===== src/common/pivb_pkg.sv =====
// Purpose: shared constants and types of the peripheral interrupt vector builder
// Assumes: one 20 MHz clock, synchronous active-high reset
// Notes:   vectors are 32 bits wide, source identifier in the top nibble
package pivb_pkg;

  localparam int          CLOCK_MHZ      = 20;
  localparam int          ADDR_W         = 8;
  localparam int          DATA_W         = 32;

  // register byte addresses
  localparam logic [7:0]  ADDR_CONFIG    = 8'h00;
  localparam logic [7:0]  ADDR_STATUS    = 8'h04;
  localparam logic [7:0]  ADDR_MASK      = 8'h08;
  localparam logic [7:0]  ADDR_PENDING   = 8'h0C;

  // config fields and reset values
  localparam int          CFG_POL_BIT    = 0;
  localparam logic        CFG_POL_RESET  = 1'b1;

  // interrupt status / mask layout
  localparam int          IRQ_W          = 3;
  localparam int          IRQ_SENT_BIT   = 0;
  localparam int          IRQ_MERGE_BIT  = 1;
  localparam int          IRQ_STALL_BIT  = 2;
  localparam logic [2:0]  MASK_RESET     = 3'h0;

  // pending sources, index order is priority order, lowest index first
  localparam int          SRC_N          = 5;
  localparam int          SRC_ERR        = 0;
  localparam int          SRC_RX         = 1;
  localparam int          SRC_TX         = 2;
  localparam int          SRC_LBI        = 3;
  localparam int          SRC_GPP        = 4;

  // source identifiers
  localparam logic [3:0]  ID_SERIAL      = 4'hC;
  localparam logic [3:0]  ID_LOCAL       = 4'hD;
  localparam logic [3:0]  ID_PORT        = 4'hF;

  localparam logic [15:0] PAYLOAD_ZERO   = 16'h0000;

  typedef struct packed {
    logic [3:0]  source_id;   // 31..28
    logic [2:0]  zero_hi;     // 27..25
    logic        rx_tx;       // 24, one for receive
    logic        data_err;    // 23, one for data
    logic [3:0]  zero_mid;    // 22..19
    logic        err_flag;    // 18
    logic        rx_flag;     // 17
    logic        tx_flag;     // 16
    logic [15:0] status_word_payload;
  } pivb_vector_t;

  typedef struct packed {
    logic        valid;
    logic [7:0]  addr;
    logic [31:0] wdata;
    logic        wr;
    logic        rd;
  } pivb_bus_t;

endpackage


===== src/verilog/pivb_top.sv =====
// Purpose: builds peripheral interrupt vectors and hands them to the queue writer
// Assumes: serial event strobes and words come from logic on this clock
// Notes:   one vector per cycle at most; a repeat event of a source
//          still pending merges into that pending vector
//
// Implementation choices: the register addresses and the plain strobed port.
`timescale 1ns/100ps
module pivb_top
  import pivb_pkg::*;
(
  input  wire logic               clock,
  input  wire logic               rst,
  input  wire logic [ADDR_W-1:0]  bus_addr,
  input  wire logic [DATA_W-1:0]  bus_wdata,
  input  wire logic               bus_wr,
  input  wire logic               bus_rd,
  output logic      [DATA_W-1:0]  bus_rdata,
  input  wire logic               serial_rx_event,
  input  wire logic               serial_tx_event,
  input  wire logic               serial_err_event,
  input  wire logic [15:0]        serial_rx_buffer,
  input  wire logic [15:0]        serial_control_word,
  input  wire logic               local_irq_input_one,
  input  wire logic [15:0]        port_pin_levels,
  output logic                    vector_valid,
  output pivb_vector_t            vector_data,
  input  wire logic               queue_ready,
  output logic                    irq
);

  ////////////////////////////////////////////////////////////////////////////
  // pin synchronisers and edge detection

  logic        lbi_s1_reg, lbi_s2_reg, lbi_s3_reg;
  logic [15:0] gpp_s1_reg, gpp_s2_reg, gpp_s3_reg;
  logic        local_irq_polarity_sel;
  logic        lbi_edge;
  logic        gpp_change;

  always_ff @(posedge clock)
  begin
    if (rst)
    begin
      lbi_s1_reg <= 1'b0;
      lbi_s2_reg <= 1'b0;
      lbi_s3_reg <= 1'b0;
      gpp_s1_reg <= 16'h0000;
      gpp_s2_reg <= 16'h0000;
      gpp_s3_reg <= 16'h0000;
    end
    else
    begin
      lbi_s1_reg <= local_irq_input_one;
      lbi_s2_reg <= lbi_s1_reg;
      lbi_s3_reg <= lbi_s2_reg;
      gpp_s1_reg <= port_pin_levels;
      gpp_s2_reg <= gpp_s1_reg;
      gpp_s3_reg <= gpp_s2_reg;
    end
  end

  // edge taken on the raw level, so flipping polarity alone makes no event
  always_comb
  begin
    if (local_irq_polarity_sel)
      lbi_edge = lbi_s2_reg & ~lbi_s3_reg;
    else
      lbi_edge = ~lbi_s2_reg & lbi_s3_reg;
    gpp_change = (gpp_s2_reg != gpp_s3_reg);
  end

  ////////////////////////////////////////////////////////////////////////////
  // pending events, captured payloads, priority pick

  logic [SRC_N-1:0] pend_reg, pend_next;
  logic [15:0]      rx_pay_reg, rx_pay_next;
  logic [15:0]      err_pay_reg, err_pay_next;
  logic [15:0]      gpp_pay_reg, gpp_pay_next;
  logic [SRC_N-1:0] new_events;
  logic [SRC_N-1:0] grant_vec;
  logic             load;

  function automatic logic [SRC_N-1:0] pick_first(input logic [SRC_N-1:0] req);
    logic [SRC_N-1:0] g;
    g = '0;
    for (int i = SRC_N - 1; i >= 0; i--)
    begin
      if (req[i])
      begin
        g = '0;
        g[i] = 1'b1;
      end
    end
    return g;
  endfunction

  always_comb
  begin
    new_events          = '0;
    new_events[SRC_ERR] = serial_err_event;
    new_events[SRC_RX]  = serial_rx_event;
    new_events[SRC_TX]  = serial_tx_event;
    new_events[SRC_LBI] = lbi_edge;
    new_events[SRC_GPP] = gpp_change;
    load       = ~vector_valid | queue_ready;
    grant_vec  = load ? pick_first(pend_reg) : '0;
    // a new event wins over the grant that retires the same source
    pend_next  = (pend_reg & ~grant_vec) | new_events;
    rx_pay_next  = serial_rx_event  ? serial_rx_buffer    : rx_pay_reg;
    err_pay_next = serial_err_event ? serial_control_word : err_pay_reg;
    gpp_pay_next = gpp_change       ? gpp_s2_reg          : gpp_pay_reg;
  end

  always_ff @(posedge clock)
  begin
    if (rst)
    begin
      pend_reg    <= '0;
      rx_pay_reg  <= 16'h0000;
      err_pay_reg <= 16'h0000;
      gpp_pay_reg <= 16'h0000;
    end
    else
    begin
      pend_reg    <= pend_next;
      rx_pay_reg  <= rx_pay_next;
      err_pay_reg <= err_pay_next;
      gpp_pay_reg <= gpp_pay_next;
    end
  end

  ////////////////////////////////////////////////////////////////////////////
  // vector build and queue handshake

  pivb_vector_t vec_reg, vec_next;
  logic         valid_reg, valid_next;
  pivb_vector_t built;

  always_comb
  begin
    built = '0;
    if (grant_vec[SRC_ERR])
    begin
      built.source_id           = ID_SERIAL;
      built.data_err            = 1'b0;
      built.err_flag            = 1'b1;
      built.status_word_payload = err_pay_reg;
    end
    else if (grant_vec[SRC_RX])
    begin
      built.source_id           = ID_SERIAL;
      built.rx_tx               = 1'b1;
      built.data_err            = 1'b1;
      built.rx_flag             = 1'b1;
      built.status_word_payload = rx_pay_reg;
    end
    else if (grant_vec[SRC_TX])
    begin
      built.source_id           = ID_SERIAL;
      built.data_err            = 1'b1;
      built.tx_flag             = 1'b1;
      built.status_word_payload = PAYLOAD_ZERO;
    end
    else if (grant_vec[SRC_LBI])
    begin
      built.source_id = ID_LOCAL;
    end
    else if (grant_vec[SRC_GPP])
    begin
      built.source_id           = ID_PORT;
      built.status_word_payload = gpp_pay_reg;
    end
    if (load)
    begin
      valid_next = |grant_vec;
      vec_next   = (|grant_vec) ? built : vec_reg;
    end
    else
    begin
      valid_next = valid_reg;
      vec_next   = vec_reg;
    end
  end

  always_ff @(posedge clock)
  begin
    if (rst)
    begin
      vec_reg   <= '0;
      valid_reg <= 1'b0;
    end
    else
    begin
      vec_reg   <= vec_next;
      valid_reg <= valid_next;
    end
  end

  assign vector_valid = valid_reg;
  assign vector_data  = vec_reg;

  ////////////////////////////////////////////////////////////////////////////
  // software registers and interrupt

  logic             pol_reg, pol_next;
  logic [IRQ_W-1:0] status_reg, status_next;
  logic [IRQ_W-1:0] mask_reg, mask_next;
  logic [31:0]      rdata_reg, rdata_next;
  logic             irq_reg, irq_next;
  logic [IRQ_W-1:0] irq_events;

  assign local_irq_polarity_sel = pol_reg;

  always_comb
  begin
    irq_events                = '0;
    irq_events[IRQ_SENT_BIT]  = valid_reg & queue_ready;
    irq_events[IRQ_MERGE_BIT] = |(pend_reg & ~grant_vec & new_events);
    irq_events[IRQ_STALL_BIT] = valid_reg & ~queue_ready & (|pend_reg);
    pol_next    = pol_reg;
    mask_next   = mask_reg;
    status_next = status_reg;
    if (bus_wr && bus_addr == ADDR_CONFIG)
      pol_next = bus_wdata[CFG_POL_BIT];
    if (bus_wr && bus_addr == ADDR_MASK)
      mask_next = bus_wdata[IRQ_W-1:0];
    if (bus_wr && bus_addr == ADDR_STATUS)
      status_next = status_reg & ~bus_wdata[IRQ_W-1:0];
    // set wins over a write-one clear in the same cycle
    status_next = status_next | irq_events;
    rdata_next  = 32'h0000_0000;
    if (bus_rd)
    begin
      case (bus_addr)
        ADDR_CONFIG:  rdata_next = {31'h0000_0000, pol_reg};
        ADDR_STATUS:  rdata_next = {29'h0000_0000, status_reg};
        ADDR_MASK:    rdata_next = {29'h0000_0000, mask_reg};
        ADDR_PENDING: rdata_next = {27'h0000_0000, pend_reg};
        default:      rdata_next = 32'h0000_0000;
      endcase
    end
    irq_next = |(status_next & mask_next);
  end

  always_ff @(posedge clock)
  begin
    if (rst)
    begin
      pol_reg    <= CFG_POL_RESET;
      status_reg <= '0;
      mask_reg   <= MASK_RESET;
      rdata_reg  <= 32'h0000_0000;
      irq_reg    <= 1'b0;
    end
    else
    begin
      pol_reg    <= pol_next;
      status_reg <= status_next;
      mask_reg   <= mask_next;
      rdata_reg  <= rdata_next;
      irq_reg    <= irq_next;
    end
  end

  assign bus_rdata = rdata_reg;
  assign irq       = irq_reg;

  ////////////////////////////////////////////////////////////////////////////
  // checks

  a_local_vector_zero: assert property (@(posedge clock) disable iff (rst)
    valid_reg && vec_reg.source_id == ID_LOCAL |-> vec_reg[27:0] == 28'h0000000)
    else $error("local bus vector carries payload");

  a_port_vector_form: assert property (@(posedge clock) disable iff (rst)
    valid_reg && vec_reg.source_id == ID_PORT |-> vec_reg[27:16] == 12'h000)
    else $error("port vector upper bits not zero");

  a_tx_payload_zero: assert property (@(posedge clock) disable iff (rst)
    valid_reg && vec_reg.tx_flag |-> vec_reg.status_word_payload == 16'h0000
      && !vec_reg.rx_flag && !vec_reg.rx_tx)
    else $error("transmit vector payload not zero");

  a_flag_indicators: assert property (@(posedge clock) disable iff (rst)
    valid_reg && vec_reg.source_id == ID_SERIAL |->
      vec_reg.rx_flag == (vec_reg.rx_tx && vec_reg.data_err)
      && vec_reg.err_flag == !vec_reg.data_err)
    else $error("serial flags disagree with indicators");

  a_rx_payload_copy: assert property (@(posedge clock) disable iff (rst)
    serial_rx_event && !serial_err_event && pend_reg == '0 && !valid_reg
      |=> ##1 valid_reg && vec_reg.rx_flag
        && vec_reg.status_word_payload == $past(serial_rx_buffer, 2))
    else $error("receive vector payload wrong");

  a_err_payload_copy: assert property (@(posedge clock) disable iff (rst)
    serial_err_event && pend_reg == '0 && !valid_reg |=> ##1 valid_reg && vec_reg.err_flag
      && vec_reg.status_word_payload == $past(serial_control_word, 2))
    else $error("error vector payload wrong");

  a_local_edge_pend: assert property (@(posedge clock) disable iff (rst)
    (pol_reg ? $rose(lbi_s2_reg) : $fell(lbi_s2_reg)) |=> pend_reg[SRC_LBI])
    else $error("local input edge not pending");

  a_port_change_cap: assert property (@(posedge clock) disable iff (rst)
    gpp_change |=> pend_reg[SRC_GPP] && gpp_pay_reg == $past(gpp_s2_reg))
    else $error("port change not captured");

  a_pend_no_loss: assert property (@(posedge clock) disable iff (rst)
    1'b1 |=> (pend_reg & $past(pend_reg & ~grant_vec)) == $past(pend_reg & ~grant_vec))
    else $error("pending event lost");

  a_vector_hold: assert property (@(posedge clock) disable iff (rst)
    valid_reg && !queue_ready |=> valid_reg && $stable(vec_reg))
    else $error("vector changed while stalled");

  a_serial_ident: assert property (@(posedge clock) disable iff (rst)
    valid_reg && (vec_reg.rx_flag || vec_reg.tx_flag || vec_reg.err_flag)
      |-> vec_reg.source_id == ID_SERIAL && vec_reg[27:25] == 3'h0)
    else $error("serial vector identifier wrong");

endmodule


===== config.mk =====
export PLATFORM = sky130hd
export DESIGN_NAME = pivb_top
export DESIGN_NICKNAME = d
export VERILOG_FILES = /design/src/common/pivb_pkg.sv /design/src/verilog/pivb_top.sv
export SDC_FILE = /design/constraint.sdc
export NUM_CORES = 1
export LEC_CHECK = 0
export ABC_CLOCK_PERIOD_IN_PS = 5000
export BUFFER_PORTS_ARGS = -buffer_cell sky130_fd_sc_hd__buf_2
export CORE_UTILIZATION = 30
export CTS_CLUSTER_DIAMETER = 60
export DETAILED_ROUTE_END_ITERATION = 10
export SLEW_MARGIN = 20
export SYNTH_ARGS = -nofsm -noshare
export SYNTH_HDL_FRONTEND = slang
export SYNTH_SLANG_ARGS = --single-unit

===== constraint.sdc =====
create_clock -name clock -period 5 [get_ports clock]
set_input_delay 0.5 -clock clock [delete_from_list [all_inputs] [get_ports clock]]
set_output_delay 0.5 -clock clock [all_outputs]
set_load 0.02 [all_outputs]

==> run_results.csv, run 1 <==
group,metric,value,unit
outcome,status,"finished clean",
job,maxCapViolations,0,
layout,drive_gt1_share,21.97,%
clock_tree,cts_buffers,17,
floorplanning,chipHeight,136.3,um
clock_tree,cts_setup_buffers,0,
critical_path,critical_path_buf_inv_count,0,
clock_tree,htreeDepth,4,
sta,setup-violations-final,0,
clock_tree,clockRootBuffer,"sky130_fd_sc_hd__clkbuf_16",
yosys,synthesized_area_fraction_occupied_by_ao_oa_aoi_and_oai_cells,8.121,%
sta,rsz0062_at_grt,"false",
critical_path,worst-path-max-fanout,17,
yosys,synth_simple_gate_area_share,18.53,%
critical_path,startpoint_type,"register",
clock_tree,post_cts_resized,0,
detailed_routing,detail_route.wl_per_cell,12.71,um
yosys,yosysUniqueCellTypes,43,
power_and_ir_drop,leakage,3.067,nW
clock_tree,cts_max_path_buffers,2,
yosys,synth_warnings,0,
clock_tree,numClockSinks,141,
critical_path,critical_path.endpoint_type,"register",
sta,max_clock_freq,459.5,MHz
layout,fin_nets,735,
placement,placed_cells,844,
yosys,synth.area.mux_share,10.46,%
power_and_ir_drop,p_total,0.002826,W
critical_path,r2r_slack,2.82,ns
floorplanning,fp.dieArea,18570,um^2
sta,fin_crit_sh,43.53,%
critical_path,r2r_end,"vector_data[6]$_SDFFE_PP0P_",
clock_tree,clock_tree_from_tritoncts,"built",
grt,grt_max_degree,72,
worst_hold_path,timing.hold.worst_endpoint,"lbi_s1_reg$_SDFF_PP0_",
placement,hpwlAfterDp,7651,um
yosys,postSynth.topFlopCell,"sky130_fd_sc_hd__dfxtp_1",
worst_hold_path,hold_path.startpoint,"local_irq_input_one",
yosys,largest_family_of_logic_cells_by_synthesized_area,"simple AND/OR/NAND/NOR gates",
yosys,synth_area_per_cell,9.761,um^2
placement,pre_cts_slack,2.726,ns
critical_path,critPathTopFamily,"simple AND/OR/NAND/NOR gates",
detailed_routing,vias_per_cell,4.255,
critical_path,worst_r2r_startpoint,"pend_reg[0]$_SDFF_PP0_",
yosys,synth_async_sr_flop_share,0,%
yosys,synth_seq_cells,141,
critical_path,worst-r2r-cell-count,6,
worst_hold_path,whs_path_depth,2,
sta,worstMarginPinSlew,0.7222,ns
detailed_routing,first_iteration_detailed_routing_drc_count,178,
clock_tree,clock_latency_of_the_later_clocked_register_in_the_worst_skew_pair,0.41,ns
yosys,synth-edff-count,0,
yosys,netlist_area,5408,um^2
critical_path,critical_path_class,"reg2reg",
critical_path,critPathRequiredTime,5.34,ns
critical_path,timing.critical_path.slowest_stage_cell,"sky130_fd_sc_hd__and4b_1",
floorplanning,boundaryPins,163,
critical_path,crit_arrival,2.52,ns
placement,gpl_wtd_cong,0.7645,
critical_path,crit_path_max_incr_delay,0.71,ns
detailed_routing,drt_pass1_iterations,4,
critical_path,timing.critical_path.cells,"nor3_2 -> and4b_1 -> a22oi_1 -> a21oi_1 -> a21oi_1 -> nor2_1",
layout,final_cell_count_no_fill,877,
critical_path,critical_path.most_common_cell,"sky130_fd_sc_hd__a21oi_1",
floorplanning,start_util,30.94,%
sta,timing.clock.skew,0.006060,ns
layout,largest_reg_flops,23,
sta,timing.slew.headroom,51.85,%
clock_tree,post_cts_hold_buffer_count,0,
layout,fill_cells,1749,
yosys,fraction_of_the_yosys_area_taken_by_sequential_cells,52.20,%
sta,final_critical_path_required_period,2.176,ns
power_and_ir_drop,powerDensity,430.7,nW/um^2
sta,final_hold_vios,0,
sta,setup_ws,2.824,ns
sta,slew_viol_final,0,
floorplanning,std_cell_rows,48,
clock_tree,clkSlewWorstSetupHoldPaths,0.06,ns
floorplanning,fp.coreArea,17480,um^2
yosys,synth_adder_area_share,0,%
grt,grt_pass1_wl,17600,um
detailed_routing,drc_errors,0,
grt,grt-ovfl-total,0,
placement,numPortBuffers,99,
detailed_routing,vias,3732,
detailed_routing,residual_antenna_violating_net_count_after_detailed_routing,0,
layout,finalCoreUtilization,37.54,%
power_and_ir_drop,irDropWorstVdd,203.0,uV
grt,grt.total_usage,12.57,%
worst_hold_path,holdCritPathClass,"in2reg",
grt,first_global_vias,3352,
sta,finalSetupTns,0,ns
layout,flow.area_growth_from_synthesis,21.33,%
yosys,synthXorXnorAreaFrac,2.591,%
detailed_routing,routed_wirelength,11150,um
yosys,synthesis.instances,554,
floorplanning,die_width,136.3,um
grt,grt_antenna_before_repair,1,
==> worst max-delay path by stage <==
stage / startpoint / end / slack [ns] / cells past startpoint
detailed placement: queue_ready / vector_data[10]$_SDFFE_PP0P_ / 2.73 / 6
finish: pend_reg[0]$_SDFF_PP0_ / vector_data[6]$_SDFFE_PP0P_ / 2.82 / 6
global route: pend_reg[0]$_SDFF_PP0_ / vector_data[6]$_SDFFE_PP0P_ / 2.63 / 6
global placement: queue_ready / vector_data[10]$_SDFFE_PP0P_ / 2.72 / 6
floorplan: bus_addr[1] / irq$_SDFF_PP0_ / 3.17 / 5
CTS: pend_reg[0]$_SDFF_PP0_ / vector_data[6]$_SDFFE_PP0P_ / 2.86 / 6
==> synthesized netlist by cell type, types with 6 or more instances <==
cell | n | area share, %
sky130_fd_sc_hd__nor2b_1 | 57 | 6.6
sky130_fd_sc_hd__a21oi_1 | 42 | 3.9
sky130_fd_sc_hd__dfxtp_1 | 141 | 52
sky130_fd_sc_hd__buf_4 | 37 | 5.1
sky130_fd_sc_hd__clkbuf_1 | 21 | 1.5
sky130_fd_sc_hd__nor2_1 | 105 | 7.3
sky130_fd_sc_hd__a22oi_1 | 20 | 2.8
sky130_fd_sc_hd__mux2i_1 | 52 | 9.6
sky130_fd_sc_hd__nor4_1 | 6 | 0.69
sky130_fd_sc_hd__xor2_1 | 16 | 2.6
sky130_fd_sc_hd__buf_2 | 8 | 0.74
==> metal layers <==
| layer | up-vias | routed length [um] | track usage, % | part of all wire (%) |
|---|---|---|---|---|
| met5 | - | 0 | 0 | 0 |
| met4 | 0 | 95 | 5.741 | 0.85 |
| li1 | 1954 | - | - | - |
| met2 | 112 | 4756 | 17.51 | 43 |
| met1 | 1662 | 5669 | 17.35 | 51 |
| met3 | 4 | 628 | 4.101 | 5.6 |
==> worst reg2reg max path: stages (launching register included) <==
cell,delay (ns)
sky130_fd_sc_hd__dfxtp_1,0.43
sky130_fd_sc_hd__nor3_2,0.33
sky130_fd_sc_hd__and4b_1,0.71
sky130_fd_sc_hd__a22oi_1,0.29
sky130_fd_sc_hd__a21oi_1,0.22
sky130_fd_sc_hd__a21oi_1,0.05
sky130_fd_sc_hd__nor2_1,0.09
==> through the flow <==
| step | hold slack (ns) | cell area, um^2 |
|---|---|---|
| 2_1_floorplan | 0.4138 | 5532 |
| 3_3_place_gp | 0.4175 | 5907 |
| 3_5_place_dp | 0.4204 | 5907 |
| 4_1_cts | 0.2801 | 6556 |
| 5_1_grt | 0.2898 | 6559 |
| 6_report | 0.2977 | 6561 |
==> layout make-up <==
cell class              count  area, um^2  share of cell area, %
clock buffers              22       464.2                  7.075
well taps                 225       281.5                  4.291
diodes                      1       2.502                0.03814
inverters                   2       7.507                 0.1144
repair buffers            102       520.5                  7.933
clock inverters            10       185.2                  2.822
flip-flops and latches    141        2823                  43.02
multi-input cells         374        2277                  34.71
==> power by group <==
| group | leakage (nW) | internal [W] | switching [W] |
|---|---|---|---|
| clock | 0.315 | 0.000912 | 0.000456 |
| combinational | 1.59 | 0.0000961 | 0.000151 |
| sequential | 1.16 | 0.00118 | 0.0000315 |
| total | 3.07 | 0.00219 | 0.000638 |
==> cells by family after synthesis <==
| kind of cell | after synthesis |
|---|---|
| compound gates | 71 |
| xor+xnor | 16 |
| buf+inv | 72 |
| flops | 141 |
| mux | 55 |
| other cells | 1 |
| simple gates | 198 |
==> placed cells by master, fill, tap and decap left out, types with 2 or more instances in the layout <==
cell / Yosys / routed
sky130_fd_sc_hd__clkbuf_1: 21 / 3
sky130_fd_sc_hd__and2_1: 3 / 3
sky130_fd_sc_hd__a22oi_1: 20 / 20
sky130_fd_sc_hd__nor4_1: 6 / 6
sky130_fd_sc_hd__mux2_2: 2 / 2
sky130_fd_sc_hd__buf_4: 37 / 4
sky130_fd_sc_hd__clkbuf_16: 0 / 17
sky130_fd_sc_hd__xor2_1: 16 / 16
sky130_fd_sc_hd__nor2b_1: 57 / 57
sky130_fd_sc_hd__nand2_1: 3 / 2
sky130_fd_sc_hd__clkinv_2: 0 / 2
sky130_fd_sc_hd__and4_1: 2 / 2
sky130_fd_sc_hd__buf_2: 8 / 98
sky130_fd_sc_hd__a21oi_1: 42 / 42
sky130_fd_sc_hd__nand4_1: 2 / 2
sky130_fd_sc_hd__nor3_1: 2 / 2
sky130_fd_sc_hd__nor2_1: 105 / 105
sky130_fd_sc_hd__nand3_1: 3 / 3
sky130_fd_sc_hd__clkbuf_8: 0 / 2
sky130_fd_sc_hd__conb_1: 1 / 34
sky130_fd_sc_hd__inv_1: 2 / 2
sky130_fd_sc_hd__dfxtp_1: 141 / 141
sky130_fd_sc_hd__mux2i_1: 52 / 52
sky130_fd_sc_hd__nor3_2: 2 / 2
sky130_fd_sc_hd__bufinv_16: 0 / 5
sky130_fd_sc_hd__and4b_1: 2 / 2
sky130_fd_sc_hd__nand2b_1: 3 / 3
No activity file was read; power rests on OpenSTA's default activity.
==> run 2: changes to the inputs <==
ABC_AREA = 1   (was unset)
ABC_CLOCK_PERIOD_IN_PS = 1800   (was 5000)
clock period = 1.8 ns   (was 5 ns; I/O delays follow)
==> run 2 against run 1 <==
- critical path depth decreased by 1
- hold slack got worse by 0.28 ns
- via count increased by 26%
- area after synthesis increased by 7.3%
==> run_results.csv, run 2 <==
group,metric,value,unit
layout,fill_cells,1988,
power_and_ir_drop,p_comb_share,13.2,%
grt,grt_pass1_wl,20510,um
critical_path,timing.critical_path.slowest_stage_cell,"sky130_fd_sc_hd__a22oi_1",
layout,largest_reg_flops,23,
power_and_ir_drop,p_switching,0.002110,W
floorplanning,fp.coreArea,18830,um^2
clock_tree,cts_setup_buffers,0,
sta,slew_viol_final,0,
clock_tree,cts_max_path_buffers,2,
grt,grt-ovfl-total,0,
sta,fin_crit_sh,89.36,%
yosys,postSynth.topFlopCell,"sky130_fd_sc_hd__dfxtp_1",
sta,finalSetupTns,0,ns
outcome,status,"finished clean",
yosys,synth_seq_cells,141,
clock_tree,clkSlewWorstSetupHoldPaths,0.06,ns
critical_path,startpoint_type,"register",
power_and_ir_drop,p_int,0.005673,W
yosys,netlist_area,5801,um^2
critical_path,critical_path.endpoint_type,"register",
critical_path,worst-path-max-fanout,17,
layout,multiInputGateArea,2177,um^2
detailed_routing,met3_wirelength,484,um
floorplanning,die_width,141.1,um
yosys,fraction_of_the_yosys_area_taken_by_sequential_cells,48.66,%
clock_tree,clock_tree_from_tritoncts,"built",
clock_tree,clockRootBuffer,"sky130_fd_sc_hd__clkbuf_16",
yosys,synthDominantAreaCellType,"sky130_fd_sc_hd__dfxtp_1",
critical_path,crit_arrival,1.90,ns
critical_path,critPathTopFamily,"compound AO/OA/AOI/OAI gates",
grt,grt_max_degree,70,
critical_path,timing.critical_path.cells,"nand2_2 -> nand4_2 -> clkinv_2 -> a22oi_1 -> a21oi_2",
yosys,synth_async_sr_flop_share,0,%
placement,gpl_wtd_cong,0.7782,
detailed_routing,detail_route.wl_per_cell,10.89,um
power_and_ir_drop,sw_frac_of_total,27.11,%
power_and_ir_drop,irDropWorstVdd,478.5,uV
critical_path,critPathRequiredTime,2.09,ns
critical_path,critical_path_buf_inv_count,1,
placement,numPortBuffers,99,
yosys,synth-edff-count,0,
layout,fin_nets,985,
layout,flow.area_growth_from_synthesis,25.19,%
floorplanning,std_cell_rows,50,
yosys,synth_area_per_cell,7.582,um^2
grt,first_global_vias,4142,
sta,setup_ws,0.1915,ns
placement,hpwlAfterDp,8713,um
sta,timing.slew.headroom,66.41,%
layout,num_antenna_cells,0,
sta,timing.clock.skew,0.005211,ns
detailed_routing,drt_pass1_iterations,4,
clock_tree,numClockSinks,141,
yosys,synth_commonest_cells,"sky130_fd_sc_hd__nor2_1 (145), sky130_fd_sc_hd__dfxtp_1 (141), sky130_fd_sc_hd__inv_1 (114)",
floorplanning,chipHeight,141.1,um
sta,final_critical_path_required_period,1.609,ns
detailed_routing,drc_errors,0,
yosys,synth_most_common_cell,"sky130_fd_sc_hd__nor2_1",
grt,grt_antenna_before_repair,0,
critical_path,critical_path_class,"reg2reg",
clock_tree,clock_latency_of_the_later_clocked_register_in_the_worst_skew_pair,0.41,ns
floorplanning,fp.dieArea,19900,um^2
layout,final_cell_mix,"sky130_fd_sc_hd__nor2_1 (145), sky130_fd_sc_hd__dfxtp_1 (141), sky130_fd_sc_hd__inv_1 (114)",
power_and_ir_drop,powerDensity,1072,nW/um^2
yosys,synth.top_cell.area_share,48.66,%
layout,final-seq-area,2823,um^2
floorplanning,boundaryPins,163,
worst_hold_path,holdCritPathClass,"in2reg",
floorplanning,start_util,30.80,%
clock_tree,cts_buffers,17,
sta,max_clock_freq,621.7,MHz
yosys,yosysUniqueCellTypes,37,
detailed_routing,wl_met2,5569,um
power_and_ir_drop,power_frac_seq,43.9,%
sta,final_hold_vios,0,
detailed_routing,residual_antenna_violating_net_count_after_detailed_routing,0,
detailed_routing,maxUsedRoutingLayer,"met4",
grt,grt.total_usage,13.21,%
detailed_routing,routed_wirelength,12640,um
detailed_routing,first_iteration_detailed_routing_drc_count,262,
detailed_routing,vias_per_cell,4.065,
power_and_ir_drop,clock_power_share,42.8,%
clock_tree,htreeDepth,4,
job,maxCapViolations,0,
detailed_routing,wirelength_met1,6439,um
sta,worstMarginPinSlew,0.4993,ns
layout,most_frequent_standard_cell_in_the_layout_excluding_fill_and_tap_cells,"sky130_fd_sc_hd__nor2_1",
yosys,synthesis.instances,765,
layout,drive_gt1_share,20.64,%
sta,setup-violations-final,0,
placement,pre_cts_slack,0.2374,ns
critical_path,crit_path_max_incr_delay,0.38,ns
yosys,synth_warnings,0,
power_and_ir_drop,leakage,3.382,nW
sta,rsz0062_at_grt,"false",
yosys,synth_top_cells_by_area,"sky130_fd_sc_hd__dfxtp_1 (49%), sky130_fd_sc_hd__nor2_1 (9.4%), sky130_fd_sc_hd__inv_1 (7.4%)",
detailed_routing,vias,4719,
## run 2: cell type report
class,instances,area share (%)
clock buffers,20,6.289
clock inverters,12,1.516
inverters,126,6.702
multi-input cells,466,29.98
flip-flops and latches,141,38.87
well taps,260,4.480
repair buffers,136,12.16
## run 2: power groups by stage
stage	sequential, W	clock (W)	combinational, W
2_1_floorplan	0.00354	0	0.000704
3_3_place_gp	0.00349	0	0.000977
3_5_place_dp	0.00349	0	0.000986
4_1_cts	0.00342	0.00344	0.00104
5_1_grt	0.00344	0.00357	0.00115
6_report	0.00342	0.00333	0.00103
## run 2: worst register-to-register path, cell delays in order (launching register included)
cell and delay (ns):
sky130_fd_sc_hd__dfxtp_1 0.36, sky130_fd_sc_hd__nand2_2 0.16, sky130_fd_sc_hd__nand4_2 0.23, sky130_fd_sc_hd__clkinv_2 0.26
sky130_fd_sc_hd__a22oi_1 0.38, sky130_fd_sc_hd__a21oi_2 0.10
## run 2: final timing paths
check / startpoint / to / slack (ns) / cells past startpoint
hold / removal: serial_rx_buffer[4] / rx_pay_reg[4]$_SDFFE_PP0P_ / 0.02 / 3
setup / recovery: vector_valid$_SDFFE_PP0P_ / vector_data[3]$_SDFFE_PP0P_ / 0.19 / 5
setup reg to reg: vector_valid$_SDFFE_PP0P_ / vector_data[3]$_SDFFE_PP0P_ / 0.19 / 5
hold reg to reg: gpp_s1_reg[12]$_SDFF_PP0_ / gpp_s2_reg[12]$_SDFF_PP0_ / 0.40 / 2
## run 2: kinds of logic (layout without fill, tap and decap cells)
family | count (synthesis) | count (layout) | share of synthesized area [%]
buffers and inverters | 191 | 294 | 15.94
AO/OA/AOI/OAI | 153 | 153 | 15.62
AND/OR/NAND/NOR | 279 | 279 | 19.72
flip-flops | 141 | 141 | 48.66
other | 1 | 34 | 0.06465
## run 2: stage by stage
| step | cell area [um^2] | instances | util [%] | power [W] | hold slack [ns] |
|---|---|---|---|---|---|
| 2_1_floorplan | 5924 | 798 | - | 0.004248 | 0.2870 |
| 3_3_place_gp | 6405 | 1100 | 34.01 | 0.004462 | 0.3852 |
| 3_5_place_dp | 6405 | 1100 | 34.01 | 0.004473 | 0.3902 |
| 4_1_cts | 7262 | 1161 | 38.56 | 0.007895 | 0.007181 |
| 5_1_grt | 7262 | 1161 | 38.56 | 0.008164 | 0.01724 |
| 6_report | 7262 | 1161 | 38.56 | 0.007783 | 0.02185 |
## run 2: metal layers
metal / track usage [%] / up-vias
met3: 3.431 / 16
met2: 19.90 / 96
li1: - / 2552
met1: 18.04 / 2055
met5: 0 / -
met4: 4.977 / 0
## run 2: what timing repair did
item | CTS | global route
gates resized for setup | 0 | 0
hold buffers | 29 | 0
hold endpoints to repair | 29 | 0
